## src/hw/snsi2c_pkg.sv

```systemverilog
package snsi2c_pkg;
  // Fixed upper six bits of the slave address
  localparam logic [5:0] ADDR_HIGH   = 6'h2E;
  // Register index width and the byte width on the wire
  localparam int         IDX_W       = 7;
  localparam int         BYTE_W      = 8;
  localparam logic [2:0] BIT_LAST    = 3'h7;
  // Position of the auto-increment flag in the sub-address byte
  localparam int         SUB_INC_BIT = 7;
  // Pressure output window that wraps during auto-increment
  localparam logic [6:0] PRESS_FIRST = 7'h28;
  localparam logic [6:0] PRESS_LAST  = 7'h2A;
  // Core clock and the fastest bus clock served
  localparam int         CORE_HZ     = 100000000;
  localparam int         BUS_MAX_HZ  = 400000;
  localparam int         BUS_CYC_MIN = CORE_HZ / BUS_MAX_HZ;

  typedef enum logic [2:0] {
    SNSI2C_IDLE = 3'b000,
    SNSI2C_ADDR = 3'b001,
    SNSI2C_SUB  = 3'b010,
    SNSI2C_WDAT = 3'b011,
    SNSI2C_RDAT = 3'b100,
    SNSI2C_ACK  = 3'b101,
    SNSI2C_MACK = 3'b110,
    SNSI2C_SKIP = 3'b111
  } snsi2c_state_t;
endpackage

```

## src/hw/snsi2c_pins_if.sv

```systemverilog
`timescale 1ns/1ps
interface snsi2c_pins_if;
  logic scl_rise;
  logic scl_fall;
  logic scl_lvl;
  logic sda_lvl;
  logic start_det;
  logic stop_det;
  modport sync (output scl_rise, scl_fall, scl_lvl, sda_lvl, start_det, stop_det);
  modport core (input scl_rise, scl_fall, scl_lvl, sda_lvl, start_det, stop_det);
endinterface

```

## src/hw/snsi2c_slave.sv

```systemverilog
// Notes on behaviour
// [RL1] Select pin high enables this slave
// [RL2] Address is 101110 plus strap bit
// [RL3] Strap high 1011101b, low 1011100b
// [RL4] SDA fall with SCL high starts
// [RL5] Seven address bits, then direction bit
// [RL6] SDA rise with SCL high stops
// [RL7] Acknowledge held low through SCL high
// [RL8] Acknowledge every received byte
// [RL9] Sub-address: index plus increment flag
// [RL10] Increment index after each data byte
// [RL11] Write bytes stored at addressed register
// [RL12] Read uses repeated start, direction one
// [RL13] Drive bytes until master not acknowledges
// [RL14] Eight bits, MSB first, unlimited count
// [RL15] Receiver may stretch; we never stall
// [RL16] Unmatched address left unacknowledged
// [RL17] Serves standard and fast mode rates
// [RL18] First byte B8h/B9h/BAh/BBh by strap
// [RL19] Bus logic independent of measurement supply
// [RL20] Auto-increment read wraps 2Ah to 28h
// [RL21] Ignore bytes after mismatch until start
`timescale 1ns/1ps
module snsi2c_slave #(
  parameter int IDX_W = snsi2c_pkg::IDX_W
) (
  input  wire logic             core_clk,
  input  wire logic             arst_n,
  input  wire logic             if_select,
  input  wire logic             address_strap_pin,
  input  wire logic             serial_port_clock,
  input  wire logic             sda_i,
  output logic                  sda_o,
  output logic                  sda_oe_n,
  output logic                  reg_wr_q,
  output logic                  reg_rd_q,
  output logic [IDX_W-1:0]      reg_idx_q,
  output logic [7:0]            reg_wdata_q,
  input  wire logic [7:0]       reg_rdata,
  output logic                  bus_busy_q
);
  initial begin
    if (IDX_W != snsi2c_pkg::IDX_W) $error("IDX_W must be 7");
    if (snsi2c_pkg::BUS_CYC_MIN < 8) $error("Core clock too slow for bus"); // see [RL17]
  end

  snsi2c_pins_if pins ();

  // Bus front end needs only the core clock, not the measurement supply
  snsi2c_sync u_sync ( // see [RL19]
    .core_clk (core_clk),
    .arst_n   (arst_n),
    .scl_i    (serial_port_clock),
    .sda_i    (sda_i),
    .pins     (pins)
  );

  snsi2c_pkg::snsi2c_state_t fsm_q;
  snsi2c_pkg::snsi2c_state_t ret_q;
  logic [2:0]        bit_q;
  logic [7:0]        shf_q;
  logic              sel_s0_q;
  logic              sel_q;
  logic              strap_s0_q;
  logic              strap_q;
  logic              inc_q;
  logic              sub_done_q;
  logic              drive_low_q;
  logic              rd_dir_q;
  logic [7:0]        rx_byte;

  // Next index, wrapping inside the pressure window while incrementing
  function automatic logic [IDX_W-1:0] next_idx(input logic [IDX_W-1:0] idx);
    if (idx == snsi2c_pkg::PRESS_LAST)
      next_idx = snsi2c_pkg::PRESS_FIRST; // see [RL20]
    else
      next_idx = idx + 7'h01; // see [RL10]
  endfunction

  assign rx_byte = {shf_q[6:0], pins.sda_lvl}; // see [RL14]

  // Select and strap pins are external levels, synchronised
  always_ff @(posedge core_clk or negedge arst_n) begin
    if (!arst_n) begin
      sel_s0_q   <= 1'b0;
      sel_q      <= 1'b0;
      strap_s0_q <= 1'b0;
      strap_q    <= 1'b0;
    end else begin
      sel_s0_q   <= if_select;
      sel_q      <= sel_s0_q; // see [RL1]
      strap_s0_q <= address_strap_pin;
      strap_q    <= strap_s0_q; // see [RL3]
    end
  end

  // Bus busy between start and stop
  always_ff @(posedge core_clk or negedge arst_n) begin
    if (!arst_n) begin
      bus_busy_q <= 1'b0;
    end else if (!sel_q || pins.stop_det) begin
      bus_busy_q <= 1'b0; // see [RL6]
    end else if (pins.start_det) begin
      bus_busy_q <= 1'b1; // see [RL4]
    end
  end

  // Protocol engine: sample on SCL rise, change SDA on SCL fall
  always_ff @(posedge core_clk or negedge arst_n) begin
    if (!arst_n) begin
      fsm_q       <= snsi2c_pkg::SNSI2C_IDLE;
      ret_q       <= snsi2c_pkg::SNSI2C_IDLE;
      bit_q       <= 3'h0;
      shf_q       <= 8'h00;
      inc_q       <= 1'b0;
      sub_done_q  <= 1'b0;
      drive_low_q <= 1'b0;
      rd_dir_q    <= 1'b0;
      reg_idx_q   <= '0;
      reg_wdata_q <= 8'h00;
      reg_wr_q    <= 1'b0;
      reg_rd_q    <= 1'b0;
    end else begin
      reg_wr_q <= 1'b0;
      reg_rd_q <= 1'b0;
      if (!sel_q || pins.stop_det) begin
        fsm_q       <= snsi2c_pkg::SNSI2C_IDLE; // see [RL1]
        drive_low_q <= 1'b0;
        sub_done_q  <= 1'b0;
      end else if (pins.start_det) begin
        fsm_q       <= snsi2c_pkg::SNSI2C_ADDR; // see [RL12]
        bit_q       <= 3'h0;
        drive_low_q <= 1'b0;
      end else begin
        unique case (fsm_q)
          snsi2c_pkg::SNSI2C_IDLE,
          snsi2c_pkg::SNSI2C_SKIP: begin
            drive_low_q <= 1'b0; // see [RL21]
          end
          snsi2c_pkg::SNSI2C_ADDR,
          snsi2c_pkg::SNSI2C_SUB,
          snsi2c_pkg::SNSI2C_WDAT: begin
            if (pins.scl_rise) begin
              shf_q <= rx_byte;
              bit_q <= bit_q + 3'h1;
            end
            if (pins.scl_fall && bit_q == 3'h0 && fsm_q != snsi2c_pkg::SNSI2C_ADDR) begin
              drive_low_q <= 1'b0;
            end
            if (pins.scl_rise && bit_q == snsi2c_pkg::BIT_LAST) begin
              unique case (fsm_q)
                snsi2c_pkg::SNSI2C_ADDR: begin
                  if (rx_byte[7:1] == {snsi2c_pkg::ADDR_HIGH, strap_q}) begin // see [RL2]
                    rd_dir_q <= rx_byte[0]; // see [RL5]
                    fsm_q    <= snsi2c_pkg::SNSI2C_ACK;
                    ret_q    <= rx_byte[0] ? snsi2c_pkg::SNSI2C_RDAT
                                           : snsi2c_pkg::SNSI2C_SUB; // see [RL18]
                  end else begin
                    fsm_q <= snsi2c_pkg::SNSI2C_SKIP; // see [RL16]
                  end
                end
                snsi2c_pkg::SNSI2C_SUB: begin
                  reg_idx_q  <= rx_byte[IDX_W-1:0]; // see [RL9]
                  inc_q      <= rx_byte[snsi2c_pkg::SUB_INC_BIT];
                  sub_done_q <= 1'b1;
                  fsm_q      <= snsi2c_pkg::SNSI2C_ACK;
                  ret_q      <= snsi2c_pkg::SNSI2C_WDAT;
                end
                default: begin
                  reg_wdata_q <= rx_byte;
                  reg_wr_q    <= 1'b1; // see [RL11]
                  fsm_q       <= snsi2c_pkg::SNSI2C_ACK;
                  ret_q       <= snsi2c_pkg::SNSI2C_WDAT;
                end
              endcase
            end
          end
          snsi2c_pkg::SNSI2C_ACK: begin
            // Pull low after the eighth falling edge, release after the ninth
            if (pins.scl_fall && !drive_low_q) begin
              drive_low_q <= 1'b1; // see [RL8]
            end else if (pins.scl_fall && drive_low_q) begin
              bit_q <= 3'h0; // see [RL7]
              if (ret_q == snsi2c_pkg::SNSI2C_RDAT) begin
                shf_q       <= reg_rdata;
                reg_rd_q    <= 1'b1; // see [RL13]
                drive_low_q <= ~reg_rdata[7];
              end else begin
                drive_low_q <= 1'b0;
              end
              fsm_q <= ret_q;
            end
          end
          snsi2c_pkg::SNSI2C_RDAT: begin
            // Shift out on falling edges, MSB first
            if (pins.scl_fall) begin
              if (bit_q == snsi2c_pkg::BIT_LAST) begin
                drive_low_q <= 1'b0; // see [RL7]
                fsm_q       <= snsi2c_pkg::SNSI2C_MACK;
                if (inc_q) reg_idx_q <= next_idx(reg_idx_q); // see [RL10]
              end else begin
                drive_low_q <= ~shf_q[3'h6 - bit_q]; // see [RL14]
                bit_q       <= bit_q + 3'h1;
              end
            end
          end
          snsi2c_pkg::SNSI2C_MACK: begin
            // Master acknowledge asks for one more byte
            if (pins.scl_rise) begin
              fsm_q <= pins.sda_lvl ? snsi2c_pkg::SNSI2C_SKIP
                                    : snsi2c_pkg::SNSI2C_ACK; // see [RL13]
              ret_q <= snsi2c_pkg::SNSI2C_RDAT;
              // Only shadow a master acknowledge; a high SDA must stay released
              drive_low_q <= !pins.sda_lvl;
            end
          end
        endcase
        // Increment after each written data byte has been stored
        if (reg_wr_q && inc_q) begin
          reg_idx_q <= next_idx(reg_idx_q); // see [RL10]
        end
      end
    end
  end

  // SDA drive from a flip-flop; enable low means driving low
  always_ff @(posedge core_clk or negedge arst_n) begin
    if (!arst_n) begin
      sda_oe_n <= 1'b1;
      sda_o    <= 1'b0;
    end else begin
      sda_o    <= 1'b0; // see [RL15]
      sda_oe_n <= ~(drive_low_q && sel_q); // see [RL16]
    end
  end

  // Acknowledge kept low while SCL is high
  a_ack_stable: assert property (@(posedge core_clk) disable iff (!arst_n) // see [RL7]
    (fsm_q == snsi2c_pkg::SNSI2C_ACK && drive_low_q && pins.scl_lvl && !pins.stop_det
     && !pins.start_det) |=> drive_low_q)
    else $error("Acknowledge released during SCL high");

  a_bad_addr_quiet: assert property (@(posedge core_clk) disable iff (!arst_n) // see [RL21]
    (fsm_q == snsi2c_pkg::SNSI2C_SKIP) |=> ##1 sda_oe_n)
    else $error("Bus driven after address mismatch");

  a_stop_idle: assert property (@(posedge core_clk) disable iff (!arst_n) // see [RL6]
    pins.stop_det |=> (fsm_q == snsi2c_pkg::SNSI2C_IDLE && !bus_busy_q))
    else $error("Stop did not end transfer");

  a_start_busy: assert property (@(posedge core_clk) disable iff (!arst_n) // see [RL4]
    (pins.start_det && sel_q && !pins.stop_det)
      |=> (bus_busy_q && fsm_q == snsi2c_pkg::SNSI2C_ADDR))
    else $error("Start not taken");

  a_wrap_idx: assert property (@(posedge core_clk) disable iff (!arst_n) // see [RL20]
    (reg_wr_q && inc_q && reg_idx_q == snsi2c_pkg::PRESS_LAST && !pins.stop_det
     && !pins.start_det && sel_q) |=> reg_idx_q == snsi2c_pkg::PRESS_FIRST)
    else $error("Index did not wrap");

  a_inc_idx: assert property (@(posedge core_clk) disable iff (!arst_n) // see [RL10]
    (reg_wr_q && inc_q && reg_idx_q != snsi2c_pkg::PRESS_LAST && sel_q && !pins.stop_det
     && !pins.start_det) |=> reg_idx_q == $past(reg_idx_q) + 7'h01)
    else $error("Index did not advance");

  a_no_inc_hold: assert property (@(posedge core_clk) disable iff (!arst_n) // see [RL9]
    (reg_wr_q && !inc_q) |=> $stable(reg_idx_q))
    else $error("Index moved without increment flag");

  a_sel_off_quiet: assert property (@(posedge core_clk) disable iff (!arst_n) // see [RL1]
    !sel_q |=> sda_oe_n)
    else $error("Slave drove bus while deselected");

  a_wr_after_ack: assert property (@(posedge core_clk) disable iff (!arst_n) // see [RL11]
    reg_wr_q |-> fsm_q == snsi2c_pkg::SNSI2C_ACK)
    else $error("Write strobe outside acknowledge");
endmodule

```

## src/hw/snsi2c_sync.sv

```systemverilog
`timescale 1ns/1ps
module snsi2c_sync (
  input  wire logic   core_clk,
  input  wire logic   arst_n,
  input  wire logic   scl_i,
  input  wire logic   sda_i,
  snsi2c_pins_if.sync pins
);
  logic [1:0] scl_s_q;
  logic [1:0] sda_s_q;
  logic       scl_d1_q;
  logic       sda_d1_q;

  // Two-stage synchronisers, then one stage for edge finding
  always_ff @(posedge core_clk or negedge arst_n) begin
    if (!arst_n) begin
      scl_s_q  <= 2'h3;
      sda_s_q  <= 2'h3;
      scl_d1_q <= 1'b1;
      sda_d1_q <= 1'b1;
    end else begin
      scl_s_q  <= {scl_s_q[0], scl_i};
      sda_s_q  <= {sda_s_q[0], sda_i};
      scl_d1_q <= scl_s_q[1];
      sda_d1_q <= sda_s_q[1];
    end
  end

  // Edge and condition decode on synchronised levels only
  assign pins.scl_lvl   = scl_s_q[1];
  assign pins.sda_lvl   = sda_s_q[1];
  assign pins.scl_rise  = scl_s_q[1] & ~scl_d1_q;
  assign pins.scl_fall  = ~scl_s_q[1] & scl_d1_q;
  assign pins.start_det = scl_s_q[1] & scl_d1_q & sda_d1_q & ~sda_s_q[1]; // see [RL4]
  assign pins.stop_det  = scl_s_q[1] & scl_d1_q & ~sda_d1_q & sda_s_q[1]; // see [RL6]
endmodule

```

## config.mk

```make
export PLATFORM = sky130hd
export DESIGN_NAME = snsi2c_slave
export DESIGN_NICKNAME = d
export VERILOG_FILES = /design/src/hw/snsi2c_pkg.sv /design/src/hw/snsi2c_pins_if.sv /design/src/hw/snsi2c_slave.sv /design/src/hw/snsi2c_sync.sv
export SDC_FILE = /design/constraint.sdc
export NUM_CORES = 1
export LEC_CHECK = 0
export BUFFER_PORTS_ARGS = -buffer_cell sky130_fd_sc_hd__buf_2
export CAP_MARGIN = 20
export CELL_PAD_IN_SITES_DETAIL_PLACEMENT = 1
export CELL_PAD_IN_SITES_GLOBAL_PLACEMENT = 2
export CORE_MARGIN = 1.5
export CORE_UTILIZATION = 40
export DETAILED_ROUTE_END_ITERATION = 8
export PLACE_DENSITY = 0.95
export SYNTH_ARGS = -nofsm -noshare
export SYNTH_HDL_FRONTEND = slang
export SYNTH_SLANG_ARGS = --single-unit
```

## constraint.sdc

```tcl
create_clock -name core_clk -period 4.5 [get_ports core_clk]
set_clock_uncertainty 0.1 [all_clocks]
set_input_delay 0.9 -clock core_clk [delete_from_list [all_inputs] [get_ports core_clk]]
set_output_delay 0.9 -clock core_clk [all_outputs]
set_load 0.05 [all_outputs]
```

==> results.yml <==
run_status:
  run_status: "complete, no violations"
critical_path:
  path_buf_inv: 0
  path_max_fanout: 12
  crit_type: "reg2reg"
  cp_data_required_time_ns: 4.61
  endpoint_kind: "register"
  slowest_stage: "a31oi_1"
  crit_family: "compound AO/OA/AOI/OAI gates"
  arrival_ns: 2.92
  worst_path_largest_cell_delay_ns: 0.74
  worstPathCellList: "ha_1, ha_1, and4bb_2, nand3_1, a31oi_1, o21ai_0, a22o_1"
  critPathLaunchType: "register"
  path_common_cell: "ha_1"
place:
  io_buffers: 32
  place_congestion: 0.928
  place_area_um2: 2840
  hpwl_um: 4770
timing:
  setup_viol: 0
  max_freq_mhz: 356
  slew_violations: 0
  rsz0062_at_grt: "false"
  fin_crit_ns: 2.81
  worstMarginPinSlew_ns: 0.903
  slew_headroom: 0.395
  finalCritPeriodShare: 0.625
  hold_viol: 0
  fin_tns_setup_ns: 0
global_route:
  grt_max_degree: 32
  grt_overflow: 0
  grt_pass1_vias: 2164
  grt_antenna_before_repair: 0
  grt_usage: 0.201
  grt_pass1_wl_um: 11400
yosys:
  synthCells: 259
  syn_area_per_cell_um2: 10.2
  synth.area.top_cells: "dfrtp_1 39%, dfstp_2 6.9%, mux2i_1 5.3%"
  synth_top_area_share: 0.388
  synth-async-reset-ratio: 1.00
  ys_seq_area_frac: 0.457
  syn_area_um2: 2650
  synth_nets: 279
  synth_edf_count: 0
  yosys.area.top_type: "dfrtp_1"
  synth_cell_types: 60
  yosys_warnings: 0
  synth_seq_cells: 48
  synth_ff_type: "dfrtp_1"
worst_hold_path:
  holdCritPathClass: "reg2reg"
cells_and_area:
  layout-drive-gt1-share: 0.253
  antenna_cells: 0
  syn_to_final_growth_pct: 12.3
  final.fill_count: 720
  final_area_um2: 2970
  final_nets: 304
clocking:
  clk_latency_ns: 0.31
  ctsHoldBuffers: 0
  cts_setup_buffers: 0
  cts_resized: 0
  cts_max_level: 2
  cts_tree: "yes"
  cts_made_buffers: 5
  clockRootBuffer: "clkbuf_8"
  cts_buffer_depth: 2
  cts_sinks: 48
  path_clk_slew_ns: 0.10
floorplan:
  fp.dieH_um: 84.4
  coreArea_um2: 6390
  start_util: 0.415
  rows: 29
  fp.dieW_um: 84.4
  dieArea_um2: 7120
  ios: 34
route:
  antenna_left: 0
  totalWireLength_um: 6770
  avgRoutedWirePerCell_um: 18.7
  drc: 0
  vias: 2090
  dr.pass1.iters: 4
  drtIter0Drc: 101
  viasPerCell: 5.77
power:
  p_per_area_nw_per_um2: 421
  leakage_nw: 1.45
  ir_drop_uv: 246
run:
  maxCapViolCount: 0
## placed cells by master (no fill, tap or decap), types with 2 or more instances in the layout
cell | netlist | layout
dfrtp_1 | 41 | 41
buf_2 | 4 | 32
nor2_1 | 19 | 19
a21oi_1 | 18 | 18
nand2_1 | 17 | 17
mux2i_1 | 14 | 14
o21ai_0 | 14 | 14
mux2_2 | 10 | 10
inv_1 | 9 | 9
nand3_1 | 8 | 8
dfstp_2 | 7 | 7
nand4_1 | 6 | 6
ha_1 | 6 | 6
nor3_1 | 5 | 5
and3_1 | 5 | 5
nand2b_1 | 5 | 5
clkbuf_8 | 0 | 5
nor2b_1 | 4 | 4
a31oi_1 | 4 | 4
a22o_1 | 4 | 4
a21o_1 | 3 | 3
xnor2_1 | 2 | 2
nor3b_1 | 2 | 2
o21bai_1 | 2 | 2
mux4_2 | 2 | 2
a32o_1 | 2 | 2
or2_2 | 2 | 2
a21oi_2 | 2 | 2
o31ai_1 | 2 | 2
a31o_2 | 2 | 2
bufinv_16 | 0 | 2
## cells in the mapped netlist (5+ instances only)
library cell	n
a21oi_1	18
and3_1	5
clkbuf_1	7
dfrtp_1	41
dfstp_2	7
ha_1	6
inv_1	9
mux2_2	10
mux2i_1	14
nand2_1	17
nand2b_1	5
nand3_1	8
nand4_1	6
nor2_1	19
nor3_1	5
o21ai_0	14
## metrics by stage
step / utilization / hold slack [ns] / power, mW / setup WS (ns) / instances
after floorplan: - / 0.231 / 0.785 / 2.34 / 259
after global placement: 0.444 / 0.235 / 0.860 / 1.81 / 354
after detailed placement: 0.444 / 0.236 / 0.879 / 1.73 / 354
after CTS: 0.466 / 0.257 / 1.26 / 1.69 / 362
after global routing: 0.466 / 0.264 / 1.33 / 1.46 / 362
final: 0.466 / 0.255 / 1.25 / 1.69 / 362
## where the power goes
| group | leakage [nW] | switching [mW] | internal (mW) |
|---|---|---|---|
| clock | 0.0687 | 0.154 | 0.224 |
| combinational | 0.790 | 0.143 | 0.135 |
| sequential | 0.595 | 0.106 | 0.489 |
| total | 1.45 | 0.404 | 0.848 |
## sequential cells by signal (all words and copies together), names as in the netlist, 2 cells and up
name            count
bit_q               3
fsm_q               3
reg_idx_q           7
reg_wdata_q         8
ret_q               3
shf_q               8
u_sync.scl_s_q      2
u_sync.sda_s_q      2
## worst paths after layout
kind,start,end,slack (ns),cells past startpoint
max,bit_q[0],reg_idx_q[4],1.69,7
min,sel_s0_q,sel_q,0.25,0
max reg2reg,bit_q[0],reg_idx_q[4],1.69,7
min reg2reg,sel_s0_q,sel_q,0.25,0
max in group asynchronous,arst_n,reg_rd_q,3.17,2
min in group asynchronous,arst_n,ret_q[2],0.40,1
## metal layers
layer,vias up,share of wire,global-route usage
met5,-,0,0
met4,0,0.015,0.0674
met3,8,0.026,0.0354
met2,36,0.51,0.334
met1,1058,0.45,0.269
li1,988,-,-
## area by class of cell
type                    count  area [µm²]  area share
multi-input cells         187        1330       0.447
flip-flops and latches     48        1210       0.407
repair buffers             33         168      0.0564
well taps                  77        96.3      0.0324
clock buffers               5        68.8      0.0231
clock inverters             3        68.8      0.0231
inverters                   9        33.8      0.0114
## cells by family (layout without fill, tap and decap cells)
family                     after synthesis  count (layout)  synth area share
buffers and inverters                   24              50            0.0416
AOI/OAI and AO/OA                       66              66             0.171
xor gates and xnor gates                 3               3           0.00993
muxes                                   26              26             0.112
DFF                                     48              48             0.457
other                                    1               1           0.00142
and+or+nand+nor                         85              85             0.178
adders and majority gates                6               6            0.0284
No activity file was read; power rests on OpenSTA's default activity.
